### config.mk
export PLATFORM = sky130hd
export DESIGN_NAME = ssdp_top
export DESIGN_NICKNAME = d
export VERILOG_FILES = /design/src/ssdp_pkg.sv /design/src/ssdp_top.sv /design/src/ssdp_fifo.sv
export SDC_FILE = /design/constraint.sdc
export NUM_CORES = 1
export LEC_CHECK = 0
export ABC_AREA = 0
export BUFFER_PORTS_ARGS = -buffer_cell sky130_fd_sc_hd__buf_2
export CAP_MARGIN = 20
export CORE_MARGIN = 5
export CORE_UTILIZATION = 51
export DETAILED_ROUTE_END_ITERATION = 6
export PLACE_DENSITY = 0.71
export SLEW_MARGIN = 20
export SYNTH_ARGS = -nofsm -noshare
export SYNTH_HDL_FRONTEND = slang
export SYNTH_SLANG_ARGS = --single-unit
### constraint.sdc
create_clock -name pclk -period 3.8 [get_ports pclk]
set_clock_uncertainty 0.1 [all_clocks]
set_input_delay 0 -clock pclk [delete_from_list [all_inputs] [get_ports pclk]]
set_output_delay 0 -clock pclk [all_outputs]
set_load 0.05 [all_outputs]
### src/ssdp_pkg.sv
// constants, field layouts and carrier types of the spi status and data port
// assumes an apb master on pclk and a free running shift clock input pin
`default_nettype none

package ssdp_pkg;

  localparam int unsigned ADDR_W       = 16;
  localparam int unsigned DATA_W       = 16;
  localparam int unsigned CNT_W        = 3;
  localparam int unsigned DELAY_W      = 10;
  localparam int unsigned SIZE_W       = 5;
  localparam int unsigned EVENT_W      = 3;

  // register byte addresses
  localparam logic [15:0] STATUS_ADDR  = 16'hf814;
  localparam logic [15:0] DATA_ADDR    = 16'hf818;
  localparam logic [15:0] CTRL_ADDR    = 16'hf81c;
  localparam logic [15:0] DELAY_ADDR   = 16'hf820;
  localparam logic [15:0] MASK_ADDR    = 16'hf824;
  localparam logic [15:0] EVENT_ADDR   = 16'hf828;

  // control register layout and the overrun clear bit of status
  localparam int unsigned CTRL_CFG_BIT   = 0;
  localparam int unsigned CTRL_STOP_BIT  = 1;
  localparam int unsigned CTRL_SIZE_LSB  = 8;
  localparam int unsigned STATUS_OVR_BIT = 7;

  localparam logic [4:0] SIZE_8        = 5'h08;
  localparam logic [4:0] SIZE_16       = 5'h10;
  localparam logic [4:0] SIZE_RESET    = 5'h08;
  localparam logic       CFG_RESET     = 1'b1;

  // fifo depth and interrupt levels
  localparam logic [2:0] FIFO_DEPTH    = 3'h4;
  localparam logic [2:0] TX_FREE_LEVEL = 3'h2;
  localparam logic [2:0] RX_FILL_LEVEL = 3'h2;

  // bit counts per frame, counted in whole serial clock periods
  localparam logic [4:0] BITS_8        = 5'h08;
  localparam logic [4:0] BITS_16       = 5'h10;

  // event bits of the sticky event register
  localparam int unsigned EV_DONE_BIT  = 0;
  localparam int unsigned EV_OVR_BIT   = 1;
  localparam int unsigned EV_RX_BIT    = 2;

  typedef enum logic [1:0] {
    SH_IDLE  = 2'b00,
    SH_SHIFT = 2'b01,
    SH_GAP   = 2'b11
  } ssdp_state_type;

  typedef struct packed {
    logic [15:0] reserved;
    logic        tx_level_irq_flag;
    logic        rx_level_irq_flag;
    logic [2:0]  tx_fifo_count;
    logic [2:0]  rx_fifo_count;
    logic        tx_overrun_flag;
    logic [2:0]  zero_6_4;
    logic        gap_delay_flag;
    logic        idle_flag;
    logic        tx_space_flag;
    logic        rx_available_flag;
  } ssdp_status_type;

  typedef struct packed {
    logic       config_mode;
    logic       stop_request;
    logic [4:0] frame_size_select;
  } ssdp_ctrl_type;

endpackage

`default_nettype wire

### src/ssdp_top.sv
// spi master status and data port: apb registers, fifos, shift engine
// assumes shift_clk and spi_miso arrive from outside the pclk domain
//
// The APB interface to the registers was decided locally.
`default_nettype none

module ssdp_top
  import ssdp_pkg::*;
(
  // clock and reset
  input  wire logic              pclk,
  input  wire logic              presetn,
  // apb slave
  input  wire logic              psel,
  input  wire logic              penable,
  input  wire logic              pwrite,
  input  wire logic [ADDR_W-1:0] paddr,
  input  wire logic [31:0]       pwdata,
  output logic [31:0]            prdata,
  output logic                   pready,
  output logic                   pslverr,
  // interrupt
  output logic                   irq,
  // spi link
  input  wire logic              shift_clk,
  input  wire logic              spi_miso,
  output logic                   spi_sclk,
  output logic                   spi_mosi,
  output logic                   spi_cs_n
);

  // apb
  logic            ack_reg;
  logic [31:0]     rdata_reg;
  logic            err_reg;
  logic            access;
  logic            wr_take;
  logic            rd_load;
  logic            addr_ok;
  // registers
  ssdp_ctrl_type   ctrl_reg;
  logic [DELAY_W-1:0] interframe_delay_reg;
  logic [EVENT_W-1:0] mask_reg;
  logic [EVENT_W-1:0] event_reg;
  logic            tx_overrun_reg;
  ssdp_status_type spi_status;
  // fifos
  logic            tx_push;
  logic            tx_pop;
  logic [DATA_W-1:0] tx_dout;
  logic [CNT_W-1:0] tx_fifo_count;
  logic            tx_full;
  logic            tx_empty;
  logic            rx_push;
  logic            rx_pop;
  logic [DATA_W-1:0] rx_din;
  logic [DATA_W-1:0] rx_dout;
  logic [CNT_W-1:0] rx_fifo_count;
  logic            rx_empty;
  // link
  logic            sck_meta_reg;
  logic            sck_sync_reg;
  logic            sck_last_reg;
  logic            miso_meta_reg;
  logic            miso_sync_reg;
  logic            tick;
  ssdp_state_type  state_reg;
  logic [DATA_W-1:0] tx_shift_reg;
  logic [DATA_W-1:0] rx_shift_reg;
  logic [DATA_W-1:0] rx_shift_next;
  logic [4:0]      bit_cnt_reg;
  logic [DELAY_W-1:0] gap_cnt_reg;
  logic            sclk_reg;
  logic            mosi_reg;
  logic            cs_n_reg;
  logic            byte_mode;
  logic [4:0]      frame_bits;
  logic            can_start;
  logic            frame_done;
  logic [EVENT_W-1:0] events;

  assign access  = psel && penable;
  assign rd_load = access && !ack_reg && !pwrite;
  assign wr_take = access && ack_reg && pwrite;
  assign pready  = ack_reg;
  assign pslverr = ack_reg && err_reg;
  assign prdata  = rdata_reg;

  assign addr_ok = (paddr == STATUS_ADDR) || (paddr == DATA_ADDR) ||
                   (paddr == CTRL_ADDR) || (paddr == DELAY_ADDR) ||
                   (paddr == MASK_ADDR) || (paddr == EVENT_ADDR);

  // one wait state so read data always comes from a flop
  always_ff @(posedge pclk or negedge presetn)
  begin
    if (!presetn)
    begin
      ack_reg <= 1'b0;
      err_reg <= 1'b0;
    end
    else
    begin
      ack_reg <= access && !ack_reg;
      err_reg <= access && !ack_reg && !addr_ok;
    end
  end

  // status word assembly
  always_comb
  begin
    spi_status = '0;
    spi_status.tx_level_irq_flag =
      ((FIFO_DEPTH - tx_fifo_count) >= TX_FREE_LEVEL);
    spi_status.rx_level_irq_flag =
      (rx_fifo_count >= RX_FILL_LEVEL);
    spi_status.tx_fifo_count = tx_fifo_count;
    spi_status.rx_fifo_count = rx_fifo_count;
    spi_status.tx_overrun_flag = tx_overrun_reg;
    spi_status.gap_delay_flag = (state_reg == SH_GAP);
    spi_status.idle_flag = (state_reg != SH_SHIFT) &&
      (tx_empty || ctrl_reg.stop_request);
    spi_status.tx_space_flag = !tx_full;
    spi_status.rx_available_flag = !rx_empty;
  end

  always_ff @(posedge pclk or negedge presetn)
  begin
    if (!presetn)
    begin
      rdata_reg <= 32'h0;
    end
    else if (rd_load)
    begin
      case (paddr)
        STATUS_ADDR: rdata_reg <= spi_status;
        DATA_ADDR:   rdata_reg <= rx_empty ? 32'h0 : {16'h0, rx_dout};
        CTRL_ADDR:   rdata_reg <= {19'h0, ctrl_reg.frame_size_select,
                                   6'h0, ctrl_reg.stop_request,
                                   ctrl_reg.config_mode};
        DELAY_ADDR:  rdata_reg <= {22'h0, interframe_delay_reg};
        MASK_ADDR:   rdata_reg <= {29'h0, mask_reg};
        EVENT_ADDR:  rdata_reg <= {29'h0, event_reg};
        default:     rdata_reg <= 32'h0;
      endcase
    end
  end

  // control and configuration
  always_ff @(posedge pclk or negedge presetn)
  begin
    if (!presetn)
    begin
      ctrl_reg.config_mode       <= CFG_RESET;
      ctrl_reg.stop_request      <= 1'b0;
      ctrl_reg.frame_size_select <= SIZE_RESET;
      interframe_delay_reg       <= 10'h0;
      mask_reg                   <= 3'h0;
    end
    else if (wr_take)
    begin
      if (paddr == CTRL_ADDR)
      begin
        ctrl_reg.config_mode  <= pwdata[CTRL_CFG_BIT];
        ctrl_reg.stop_request <= pwdata[CTRL_STOP_BIT];
        // size may change only in configuration mode
        if (ctrl_reg.config_mode)
        begin
          ctrl_reg.frame_size_select <=
            pwdata[CTRL_SIZE_LSB +: SIZE_W];
        end
      end
      if (paddr == DELAY_ADDR)
      begin
        interframe_delay_reg <= pwdata[DELAY_W-1:0];
      end
      if (paddr == MASK_ADDR)
      begin
        mask_reg <= pwdata[EVENT_W-1:0];
      end
    end
  end

  // reserved size codes fall back to sixteen bit frames
  assign byte_mode  = (ctrl_reg.frame_size_select == SIZE_8);
  assign frame_bits = byte_mode ? BITS_8 : BITS_16;
  assign tx_push = wr_take && (paddr == DATA_ADDR);
  assign rx_pop  = rd_load && (paddr == DATA_ADDR);

  // overrun: hardware set wins over any clear in the same cycle
  always_ff @(posedge pclk or negedge presetn)
  begin
    if (!presetn)
    begin
      tx_overrun_reg <= 1'b0;
    end
    else if (tx_push && tx_full)
    begin
      tx_overrun_reg <= 1'b1;
    end
    else if (ctrl_reg.config_mode ||
             (wr_take && (paddr == STATUS_ADDR) && pwdata[STATUS_OVR_BIT]))
    begin
      tx_overrun_reg <= 1'b0;
    end
  end

  ssdp_fifo u_tx_fifo (
    .pclk    (pclk),
    .presetn (presetn),
    .push    (tx_push),
    .din     (byte_mode ? {8'h00, pwdata[7:0]} : pwdata[DATA_W-1:0]),
    .pop     (tx_pop),
    .dout    (tx_dout),
    .count   (tx_fifo_count),
    .full    (tx_full),
    .empty   (tx_empty)
  );

  ssdp_fifo u_rx_fifo (
    .pclk    (pclk),
    .presetn (presetn),
    .push    (rx_push),
    .din     (rx_din),
    .pop     (rx_pop),
    .dout    (rx_dout),
    .count   (rx_fifo_count),
    .full    (),
    .empty   (rx_empty)
  );

  // link inputs pass two flops; edge found on the synced copy only
  always_ff @(posedge pclk or negedge presetn)
  begin
    if (!presetn)
    begin
      sck_meta_reg  <= 1'b0;
      sck_sync_reg  <= 1'b0;
      sck_last_reg  <= 1'b0;
      miso_meta_reg <= 1'b0;
      miso_sync_reg <= 1'b0;
    end
    else
    begin
      sck_meta_reg  <= shift_clk;
      sck_sync_reg  <= sck_meta_reg;
      sck_last_reg  <= sck_sync_reg;
      miso_meta_reg <= spi_miso;
      miso_sync_reg <= miso_meta_reg;
    end
  end

  assign tick = sck_sync_reg && !sck_last_reg;
  assign can_start  = !tx_empty && !ctrl_reg.stop_request &&
                      !ctrl_reg.config_mode;
  assign tx_pop     = (state_reg == SH_IDLE) && can_start;
  assign frame_done = (state_reg == SH_SHIFT) && tick && sclk_reg &&
                      (bit_cnt_reg == frame_bits - 5'h1);
  assign rx_push    = frame_done;
  // miso taken just before sclk falls; sync lag spoils an early first rise
  assign rx_shift_next = {rx_shift_reg[14:0], miso_sync_reg};
  // upper byte forced to zero for eight bit frames
  assign rx_din     = byte_mode ? {8'h00, rx_shift_next[7:0]}
                                : rx_shift_next;

  // shift engine: mode 0, msb first; each shift clock rising edge is a half bit
  always_ff @(posedge pclk or negedge presetn)
  begin
    if (!presetn)
    begin
      state_reg    <= SH_IDLE;
      tx_shift_reg <= 16'h0;
      rx_shift_reg <= 16'h0;
      bit_cnt_reg  <= 5'h0;
      gap_cnt_reg  <= 10'h0;
      sclk_reg     <= 1'b0;
      mosi_reg     <= 1'b0;
      cs_n_reg     <= 1'b1;
    end
    else
    begin
      case (state_reg)
        SH_IDLE:
        begin
          if (can_start)
          begin
            state_reg    <= SH_SHIFT;
            tx_shift_reg <= byte_mode ? {tx_dout[7:0], 8'h00} : tx_dout;
            mosi_reg     <= byte_mode ? tx_dout[7] : tx_dout[15];
            bit_cnt_reg  <= 5'h0;
            cs_n_reg     <= 1'b0;
          end
        end
        SH_SHIFT:
        begin
          if (tick && !sclk_reg)
          begin
            sclk_reg     <= 1'b1;
          end
          else if (tick)
          begin
            sclk_reg     <= 1'b0;
            rx_shift_reg <= rx_shift_next;
            if (frame_done)
            begin
              cs_n_reg <= 1'b1;
              if (can_start && (interframe_delay_reg != 10'h0))
              begin
                state_reg   <= SH_GAP;
                gap_cnt_reg <= interframe_delay_reg;
              end
              else
              begin
                state_reg <= SH_IDLE;
              end
            end
            else
            begin
              bit_cnt_reg  <= bit_cnt_reg + 5'h1;
              tx_shift_reg <= {tx_shift_reg[14:0], 1'b0};
              mosi_reg     <= tx_shift_reg[14];
            end
          end
        end
        SH_GAP:
        begin
          if (tick)
          begin
            gap_cnt_reg <= gap_cnt_reg - 10'h1;
            if (gap_cnt_reg == 10'h1)
            begin
              state_reg <= SH_IDLE;
            end
          end
        end
        default:
        begin
          state_reg <= SH_IDLE;
          cs_n_reg  <= 1'b1;
          sclk_reg  <= 1'b0;
        end
      endcase
    end
  end

  assign spi_sclk = sclk_reg;
  assign spi_mosi = mosi_reg;
  assign spi_cs_n = cs_n_reg;

  // sticky events; a read clears, a new event in that cycle still lands
  assign events = {rx_push, tx_push && tx_full, frame_done};

  always_ff @(posedge pclk or negedge presetn)
  begin
    if (!presetn)
    begin
      event_reg <= 3'h0;
      irq       <= 1'b0;
    end
    else
    begin
      event_reg <= events |
        ((rd_load && (paddr == EVENT_ADDR)) ? 3'h0 : event_reg);
      irq       <= |((event_reg | events) & mask_reg);
    end
  end

endmodule

`default_nettype wire

### src/ssdp_fifo.sv
// four entry first in first out store used for transmit and receive words
// assumes push and pop come from logic on the same clock
`default_nettype none

module ssdp_fifo
  import ssdp_pkg::*;
(
  // clock and reset
  input  wire logic              pclk,
  input  wire logic              presetn,
  // fill side
  input  wire logic              push,
  input  wire logic [DATA_W-1:0] din,
  // drain side
  input  wire logic              pop,
  output logic [DATA_W-1:0]      dout,
  // state
  output logic [CNT_W-1:0]       count,
  output logic                   full,
  output logic                   empty
);

  logic [DATA_W-1:0] mem [4];
  logic [1:0]        rd_ptr_reg;
  logic [1:0]        wr_ptr_reg;
  logic [CNT_W-1:0]  count_reg;
  logic              do_push;
  logic              do_pop;

  assign full    = (count_reg == FIFO_DEPTH);
  assign empty   = (count_reg == 3'h0);
  assign do_push = push && !full;
  assign do_pop  = pop && !empty;
  assign count   = count_reg;
  assign dout    = mem[rd_ptr_reg];

  always_ff @(posedge pclk)
  begin
    if (do_push)
    begin
      mem[wr_ptr_reg] <= din;
    end
  end

  always_ff @(posedge pclk or negedge presetn)
  begin
    if (!presetn)
    begin
      rd_ptr_reg <= 2'h0;
      wr_ptr_reg <= 2'h0;
      count_reg  <= 3'h0;
    end
    else
    begin
      if (do_push)
      begin
        wr_ptr_reg <= wr_ptr_reg + 2'h1;
      end
      if (do_pop)
      begin
        rd_ptr_reg <= rd_ptr_reg + 2'h1;
      end
      if (do_push && !do_pop)
      begin
        count_reg <= count_reg + 3'h1;
      end
      else if (do_pop && !do_push)
      begin
        count_reg <= count_reg - 3'h1;
      end
    end
  end

endmodule

`default_nettype wire

==> results of run 1 <==
[final cells by class]
class	instances	area [um2]	area share, %
Sequential cell	240	6650	53.1
Multi-Input combinational cell	494	3850	30.7
Timing Repair Buffer	111	766	6.11
Clock buffer	36	717	5.72
Tap cell	275	344	2.75
Clock inverter	9	133	1.06
Inverter	19	71.3	0.569
[timing repair]
action | 4_1_cts | 5_1_grt
endpoints found under the hold margin | 163 | 0
hold buffers | 32 | 0
gates resized for setup | 0 | 0
setup endpoints to repair | 0 | 0
[logic make-up after synthesis]
| kind of cell | Yosys count |
|---|---|
| compound gates | 131 |
| xor+xnor | 12 |
| fa+ha+maj | 22 |
| buf+inv | 71 |
| flops | 240 |
| mux | 82 |
| other cells | 1 |
| simple gates | 231 |
[Yosys cell counts (3+ instances only)]
cell,number,share of area [%]
nand4b_1,3,0.24
o31ai_1,3,0.21
mux2i_1,15,1.4
and2_1,11,0.64
nor2_1,32,1.1
or4_1,3,0.21
nand2_1,86,3.0
xor2_1,3,0.24
dfrtp_1,109,25
nor4_1,11,0.64
nor2b_1,20,1.2
a22oi_1,19,1.3
ha_1,20,2.3
dfstp_2,3,0.73
mux4_2,32,6.7
a222oi_1,5,0.46
nand2b_1,9,0.52
xnor2_1,9,0.73
a31oi_1,5,0.29
clkbuf_1,23,0.80
nand3_1,12,0.56
nor3_2,3,0.28
o32ai_1,3,0.24
buf_4,16,1.1
inv_1,18,0.63
nor3_1,11,0.51
nand4_1,6,0.35
buf_2,10,0.46
o21ai_0,42,1.9
mux2_2,33,3.4
a21o_1,4,0.28
edfxtp_1,128,36
a21oi_1,27,1.3
[worst max-delay path: stages (launching register included)]
cell and delay, ns:
dfrtp_1 0.40, inv_1 0.11, ha_1 0.19, nand4b_2 0.13
nor3_1 0.42, o21a_1 0.37, a21boi_4 0.34, ha_1 0.25
inv_1 0.06, fa_1 0.38, xor2_1 0.17, nor2_1 0.14
xor2_1 0.17
[power by group]
part,total [mW],leakage (nW),internal [mW],switching [mW]
Combinational,1.40,1.97,0.572,0.827
Sequential,3.20,2.62,2.99,0.208
Clock,2.50,0.412,1.52,0.983
[metal layers]
| metal | vias to the layer above | share of wire [%] | track usage (%) |
|---|---|---|---|
| met5 | - | 0 | 0 |
| li1 | 3131 | - | - |
| met1 | 3377 | 44 | 28.2 |
| met3 | 34 | 4.6 | 2.45 |
| met4 | 0 | 2.1 | 4.92 |
| met2 | 174 | 49 | 32.5 |
[path summary, 6_finish.rpt]
path,slack (ns),to,cells past startpoint
worst max-delay path,0.45,u_rx_fifo.count[2],12
worst min-delay path,-0.003,gap_cnt_reg[2],2
worst max register to register,0.45,u_rx_fifo.count[2],12
worst min register to register,0.25,miso_sync_reg,0
max in group asynchronous,2.61,ctrl_reg[6],3
min in group pclk,0.02,sck_meta_reg,2
[metrics by stage]
stage	area (um2)	hold WS (ns)	utilization, %
floorplan	10800	-0.396	-
detailed placement	11400	0.0113	54.2
finish	12500	-0.00325	59.8
global placement	11400	0.00920	54.2
CTS	12500	0.0121	59.8
global route	12500	0.0293	59.8
==> results.json, run 1 <==
{
  "hold_viol": 2,
  "power_density_nw_per_um2": 567,
  "grt_pass1_vias": 6831,
  "setup.worst_path.start": "state_reg[1]",
  "cts_tree": "built",
  "fin_total_pwr_mw": 7.10,
  "post-place-cells": 1107,
  "gp_congestion": 0.866,
  "hold_path.class": "in2async",
  "clkSinkCount": 240,
  "slew-limit-headroom_pct": 35.7,
  "post-place-ws_ns": 0.615,
  "drc": 0,
  "row_count": 53,
  "synth_xor_area_share_pct": 0.974,
  "yosysWarnings": 0,
  "synth_mux_area_share_pct": 11.7,
  "antenna_found_initial": 0,
  "p_leak_nw": 5.00,
  "io_buffers": 60,
  "synth-edff-count": 128,
  "die_width_um": 155,
  "final_cell_mix": "edfxtp_1, dfrtp_1, nand2_1",
  "drv_slew": 0,
  "violations": "negative hold slack",
  "worstReg2RegStart": "state_reg[1]",
  "worstSkewPairLatency_ns": 0.52,
  "ir_drop_mv": 0.340,
  "grt_setup_unrepaired": "false",
  "grt_pass1_wl_um": 37700,
  "synth_flop_cell": "edfxtp_1",
  "final.setup.tns_ns": 0,
  "fin_crit_sh_pct": 88.1,
  "ant_nets": 0,
  "maxCapViolCount": 0,
  "synth_top_family_by_area": "multiplexers",
  "finalSetupViolations": 0,
  "worstMarginPinSlew_ns": 0.958,
  "start_util_pct": 51.5,
  "synthesis.area_per_instance_um2": 13.7,
  "cts_buffer_depth": 3,
  "stdcell_count": 1184,
  "die_h_um": 155,
  "hpwl_um": 15600,
  "layout_commonest_cell": "edfxtp_1",
  "worstSetupEndpointType": "flip-flop",
  "fin_ws_ns": 0.452,
  "clk_pin_slew_ns": 0.06,
  "wl_per_cell_um": 19.9,
  "post_cts_buffers": 0,
  "vias": 6716,
  "first_pass_iters": 5,
  "drt-total-wl_um": 23500,
  "synthSimpleGateAreaFrac_pct": 11.6,
  "area_growth_pct": 16.2,
  "synth_compound_area_share_pct": 8.11,
  "synthesis.instances": 790,
  "crit_type": "reg2reg",
  "coreArea_um2": 21000,
  "avgViaCountPerCell": 5.67,
  "drive_above_1_share_pct": 22.8,
  "holdWs_ns": -0.00325,
  "synth.distinct_cells": 75,
  "synthArstFlopShare_pct": 46.7,
  "cts_max_level": 1,
  "ys_seq_elements": 240,
  "root_buffer": "clkbuf_16",
  "nets": 968,
  "synth-adder-area-share_pct": 2.69,
  "synth_area_um2": 10800,
  "ys_seq_area_share_pct": 61.7,
  "crit_required_ns": 4.13,
  "critical_path_arrival_ns": 3.68,
  "grt_max_degree": 58,
  "antenna_cells": 0,
  "pin_count": 93,
  "startpoint_type": "flip-flop",
  "clock.fmax_mhz": 299,
  "grt.overflow.total": 0,
  "first_iter_violations": 491,
  "min_period_ns": 3.35,
  "worstPathMaxFanout": 7,
  "numCtsBuffers": 25,
  "dieArea_um2": 24200,
  "fill_cells": 1690,
  "status": "finished, violations left",
  "track_usage_pct": 19.7
}
(Power assumes the default switching activity.)
==> run 2: changes to the inputs <==
--- a/config.mk
+++ b/config.mk
@@ -11,8 +11,10 @@
 export CORE_MARGIN = 5
 export CORE_UTILIZATION = 51
 export DETAILED_ROUTE_END_ITERATION = 6
+export GPL_TIMING_DRIVEN = 0
 export PLACE_DENSITY = 0.71
 export SLEW_MARGIN = 20
 export SYNTH_ARGS = -nofsm -noshare
 export SYNTH_HDL_FRONTEND = slang
+export SYNTH_HIERARCHICAL = 1
 export SYNTH_SLANG_ARGS = --single-unit
==> results.json, run 2 <==
{
  "status": "finished, final reports clean",
  "gp_congestion": 0.895,
  "area_growth_pct": 17.9,
  "cts_tree": "built",
  "avgViaCountPerCell": 5.69,
  "die_h_um": 156,
  "nets": 992,
  "clkPwrFrac_pct": 34.8,
  "worstSetupEndpointType": "flip-flop",
  "drive_above_1_share_pct": 21.4,
  "grt_max_degree": 57,
  "wl_per_cell_um": 19.4,
  "reg2regPathDepth": 15,
  "die_width_um": 156,
  "intPower_mw": 5.10,
  "synth_mux_area_share_pct": 11.7,
  "yosys.cell_count.top_type": "edfxtp_1",
  "worstSkewPairLatency_ns": 0.52,
  "clock.fmax_mhz": 291,
  "post-place-ws_ns": 0.427,
  "clk_pin_slew_ns": 0.06,
  "min_period_ns": 3.44,
  "drv_slew": 0,
  "post-place-cells": 1129,
  "slew-limit-headroom_pct": 34.2,
  "multi_input_comb_area_um2": 3770,
  "synth-adder-area-share_pct": 2.45,
  "power_density_nw_per_um2": 557,
  "grt_pass1_wl_um": 37300,
  "layout_commonest_cell": "edfxtp_1",
  "start_util_pct": 51.6,
  "pwr-share-comb_pct": 20.5,
  "numCtsBuffers": 25,
  "switchingPower_mw": 2.00,
  "synthArstFlopShare_pct": 46.7,
  "synth_area_leader_cell": "edfxtp_1",
  "p_leak_nw": 5.25,
  "final.setup.tns_ns": 0,
  "ys_top_cells_by_area": "edfxtp_1, dfrtp_1, mux4_1",
  "synthTopCellsByCount": "edfxtp_1, dfrtp_1, nand2_1",
  "synth_flop_cell": "edfxtp_1",
  "synthSimpleGateAreaFrac_pct": 11.7,
  "worstHoldStart": "paddr[4]",
  "track_usage_pct": 19.4,
  "holdWs_ns": 0.0262,
  "finalSetupViolations": 0,
  "clkSinkCount": 240,
  "ys_seq_elements": 240,
  "postLayoutCoreUtil_pct": 60.9,
  "fin_total_pwr_mw": 7.11,
  "synth_xor_area_share_pct": 1.05,
  "synth-edff-count": 128,
  "critical_path_arrival_ns": 3.77,
  "row_count": 53,
  "hold_path.class": "in2reg",
  "regArea_um2": 6650,
  "finalInstanceArea_um2": 12800,
  "power_frac_seq_pct": 44.7,
  "final_cell_mix": "edfxtp_1, dfrtp_1, nand2_1",
  "post_cts_buffers": 0,
  "ant_nets": 0,
  "crit_required_ns": 4.13,
  "fill_cells": 1639,
  "root_buffer": "clkbuf_16",
  "synth.distinct_cells": 78,
  "hold_viol": 0,
  "fin_ws_ns": 0.365,
  "maxCapViolCount": 0,
  "first_pass_iters": 5,
  "r2r-end": "u_rx_fifo/count[2]",
  "synth_compound_area_share_pct": 7.37,
  "worstReg2RegStart": "state_reg[1]",
  "first_iter_violations": 566,
  "grt_setup_unrepaired": "false",
  "coreArea_um2": 21000,
  "grt_pass1_vias": 6770,
  "switching_share_pct": 28.2,
  "place_area_um2": 11500,
  "hold_depth": 5,
  "stdcell_count": 1211,
  "vias": 6886,
  "hpwl_um": 15800,
  "worstPathMaxFanout": 9,
  "synth_top_family_by_area": "simple AND/OR/NAND/NOR gates",
  "ir_drop_mv": 0.431,
  "pin_count": 93,
  "synth_top_cell_area_share_pct": 35.5,
  "hold_end": "mask_reg[1]",
  "fin_crit_sh_pct": 90.4,
  "ys_seq_area_share_pct": 61.5,
  "startpoint_type": "flip-flop",
  "worstMarginPinSlew_ns": 0.979,
  "antenna_found_initial": 1,
  "synthesis.instances": 780,
  "dieArea_um2": 24200,
  "grt.overflow.total": 0,
  "cts_max_level": 1,
  "synth_area_um2": 10800,
  "yosysWarnings": 6,
  "reg2reg_slack_ns": 0.36,
  "crit_type": "reg2reg",
  "io_buffers": 58,
  "drt-total-wl_um": 23500,
  "drc": 0,
  "synthesis.area_per_instance_um2": 13.9,
  "cts_buffer_depth": 3
}
-- run 2: cell type report --
class / count / share of cell area, %
diodes: 1 / 0.0196
plain buffers: 54 / 2.78
clock buffers: 28 / 4.99
clock inverters: 17 / 1.55
inverters: 24 / 0.706
multi-input cells: 477 / 29.6
flip-flops and latches: 240 / 52.1
well taps: 275 / 2.70
repair buffers: 95 / 5.50
-- run 2: power groups by stage --
stage,logic (mW),registers [mW],clock network [mW]
6_report,1.46,3.17,2.48
5_1_grt,1.60,3.20,2.63
4_1_cts,1.46,3.17,2.52
3_5_place_dp,1.43,3.22,0
3_3_place_gp,1.39,3.21,0
2_1_floorplan,1.01,3.25,0
-- run 2: critical path, cell delays in order (launching register included) --
cell,delay (ns)
dfrtp_1,0.40
inv_1,0.08
ha_1,0.13
buf_4,0.18
nand4b_4,0.25
a211o_1,0.38
and2_1,0.17
inv_1,0.24
nor2b_1,0.21
buf_6,0.15
ha_1,0.18
inv_1,0.06
fa_1,0.37
xor2_1,0.15
nor2_1,0.13
xor2_1,0.17
-- run 2: worst max-delay path by stage --
stage	depth (start not counted)	endpoint	slack, ns	from
2_1_floorplan	13	u_rx_fifo/count[2]	0.85	spi_sclk
5_1_grt	15	u_rx_fifo/count[2]	0.15	state_reg[1]
6_report	15	u_rx_fifo/count[2]	0.36	state_reg[1]
4_1_cts	15	u_rx_fifo/count[2]	0.39	state_reg[1]
3_5_place_dp	15	u_rx_fifo/count[2]	0.43	state_reg[1]
3_3_place_gp	10	u_rx_fifo/mem[3][11]	0.46	state_reg[1]
-- run 2: kinds of logic after synthesis --
family / Yosys count
AND/OR/NAND/NOR: 234
AO/OA/AOI/OAI: 118
other: 1
multiplexers: 76
buffers and inverters: 78
adder cells (fa/ha/maj): 20
flip-flops: 240
XOR/XNOR: 13
-- run 2: what timing repair did --
| item | in CTS | in global routing |
|---|---|---|
| hold buffers | 36 | 0 |
| endpoints found under the hold margin | 211 | 0 |
| resized for setup | 0 | 0 |
-- run 2: routing by layer --
metal  vias up  share of wire, %  track usage (%)
li1       3172                 -                -
met1      3473                44             27.3
met2       197                50             32.4
met3        44               4.7             3.05
met4         0               2.0             4.13
met5         -                 0                0
==> run 3: changes to the inputs <==
--- a/config.mk
+++ b/config.mk
@@ -6,7 +6,7 @@
 export NUM_CORES = 1
 export LEC_CHECK = 0
 export ABC_AREA = 0
-export BUFFER_PORTS_ARGS = -buffer_cell sky130_fd_sc_hd__buf_2
+export BUFFER_PORTS_ARGS = -buffer_cell sky130_fd_sc_hd__clkbuf_2
 export CAP_MARGIN = 20
 export CORE_MARGIN = 5
 export CORE_UTILIZATION = 51
==> results.json, run 3 (synthesis results as in run 2) <==
{
  "cts_tree": "built",
  "pwr-share-comb_pct": 20.1,
  "final.setup.tns_ns": 0,
  "antenna_found_initial": 0,
  "slowest_delay_ns": 0.40,
  "startpoint_type": "flip-flop",
  "crit_chain": "inv_1, ha_1, buf_4, nand4b_4, a211o_1, and2_1, inv_1, nor2b_1, buf_6, ha_1, inv_1, fa_1, xor2_1, nor2_1, xor2_1",
  "grt_max_degree": 86,
  "grt.overflow.total": 0,
  "hold_viol": 0,
  "track_usage_pct": 19.8,
  "intPower_mw": 5.27,
  "place_area_um2": 11500,
  "fin_total_pwr_mw": 7.29,
  "holdWs_ns": 0.0355,
  "grt_setup_unrepaired": "false",
  "grt_pass1_vias": 6937,
  "hpwl_um": 16300,
  "numCtsBuffers": 26,
  "post_cts_buffers": 0,
  "start_util_pct": 51.6,
  "pin_count": 93,
  "critical_path_arrival_ns": 3.73,
  "cts_max_level": 1,
  "crit_family": "simple AND/OR/NAND/NOR gates",
  "first_iter_violations": 426,
  "ant_nets": 0,
  "nets": 993,
  "first_pass_iters": 5,
  "slew-limit-headroom_pct": 30.6,
  "cp.buffers_inverters": 5,
  "clock.fmax_mhz": 295,
  "postLayoutCoreUtil_pct": 61.2,
  "layout_commonest_cell": "edfxtp_1",
  "crit_type": "reg2reg",
  "worstMarginPinSlew_ns": 1.03,
  "ir_drop_mv": 0.437,
  "grt_pass1_wl_um": 38100,
  "crit_required_ns": 4.14,
  "power_density_nw_per_um2": 569,
  "gp_congestion": 0.905,
  "io_buffers": 58,
  "worstSkewPairLatency_ns": 0.52,
  "die_h_um": 156,
  "final_cell_mix": "edfxtp_1, dfrtp_1, nand2_1",
  "hold_buffers": 36,
  "clk_pin_slew_ns": 0.06,
  "fin_crit_sh_pct": 89.2,
  "cts.repair.resized": 0,
  "avgViaCountPerCell": 5.59,
  "row_count": 53,
  "dieArea_um2": 24200,
  "power_frac_seq_pct": 43.5,
  "worstSetupEndpointType": "flip-flop",
  "drv_slew": 0,
  "wl_per_cell_um": 19.7,
  "drc": 0,
  "cts_buffer_depth": 3,
  "finalSetupViolations": 0,
  "vias": 6778,
  "root_buffer": "clkbuf_16",
  "p_leak_nw": 5.29,
  "min_period_ns": 3.39,
  "hold_path.class": "in2reg",
  "maxCapViolCount": 0,
  "drive_above_1_share_pct": 21.7,
  "clkSinkCount": 240,
  "status": "finished, final reports clean",
  "cpMostUsedCell": "inv_1",
  "switching_share_pct": 27.8,
  "drt-total-wl_um": 23900,
  "coreArea_um2": 21000,
  "antenna_cells": 0,
  "worstPathMaxFanout": 9,
  "clkPwrFrac_pct": 36.3,
  "area_growth_pct": 18.6,
  "finalInstanceArea_um2": 12800,
  "die_width_um": 156,
  "crit_path_top_delay_cell": "dfrtp_1",
  "switchingPower_mw": 2.03
}
## run 3: cell types whose count changed in the layout (fill, tap and decap cells not counted), sizes merged
cell      before  now
clkbuf        46  110
buf           96   38
diode          1    0
clkinvlp       4    0
## run 3: per-stage QoR
| stage | instances | worst slack (ns) |
|---|---|---|
| CTS | 1212 | 0.378 |
| global placement | 1128 | 0.441 |
| global route | 1212 | 0.156 |
| detailed placement | 1129 | 0.393 |
| finish | 1212 | 0.410 |
| floorplan | 795 | 0.847 |
## run 3: path summary, 6_finish.rpt
check                           depth (start not counted)          from            endpoint  slack, ns
worst max-delay path                                   15  state_reg[1]  u_rx_fifo/count[2]       0.41
worst min-delay path                                    2     shift_clk        sck_meta_reg       0.04
worst max register to register                         15  state_reg[1]  u_rx_fifo/count[2]       0.41
worst min register to register                          0  sck_meta_reg        sck_sync_reg       0.25
max in group asynchronous                               4       presetn         ctrl_reg[3]       2.67
min in group asynchronous                               4       presetn    tx_shift_reg[11]       0.45
## run 3: cell type report
class | instances | area [um2]
multi-input cells | 477 | 3770
plain buffers | 54 | 354
well taps | 275 | 344
clock inverters | 13 | 173
clock buffers | 34 | 742
fillers | 1619 | 8130
repair buffers | 95 | 697
inverters | 24 | 90.1
flip-flops and latches | 240 | 6650
## run 3: per-layer routing
metal	global-route usage, %	vias up	wire length (um)
met5	0	-	0
met1	27.5	3399	10300
met2	34.2	174	12100
li1	-	3161	-
met3	2.41	44	990
met4	4.13	0	519
## run 3: power by group through the flow
stage               combinational, mW  clock, mW  sequential (mW)
floorplan                        1.01          0             3.25
global placement                 1.39          0             3.21
detailed placement               1.44          0             3.22
CTS                              1.48       2.71             3.18
global route                     1.61       2.81             3.21
finish                           1.47       2.65             3.18
## run 3: worst register-to-register path, cell delays in order (launching register included)
cell and delay (ns):
dfrtp_1 0.40, inv_1 0.08, ha_1 0.13, buf_4 0.18, nand4b_4 0.26, a211o_1 0.39, and2_1 0.17, inv_1 0.21
nor2b_1 0.21, buf_6 0.15, ha_1 0.19, inv_1 0.06, fa_1 0.37, xor2_1 0.15, nor2_1 0.11, xor2_1 0.16
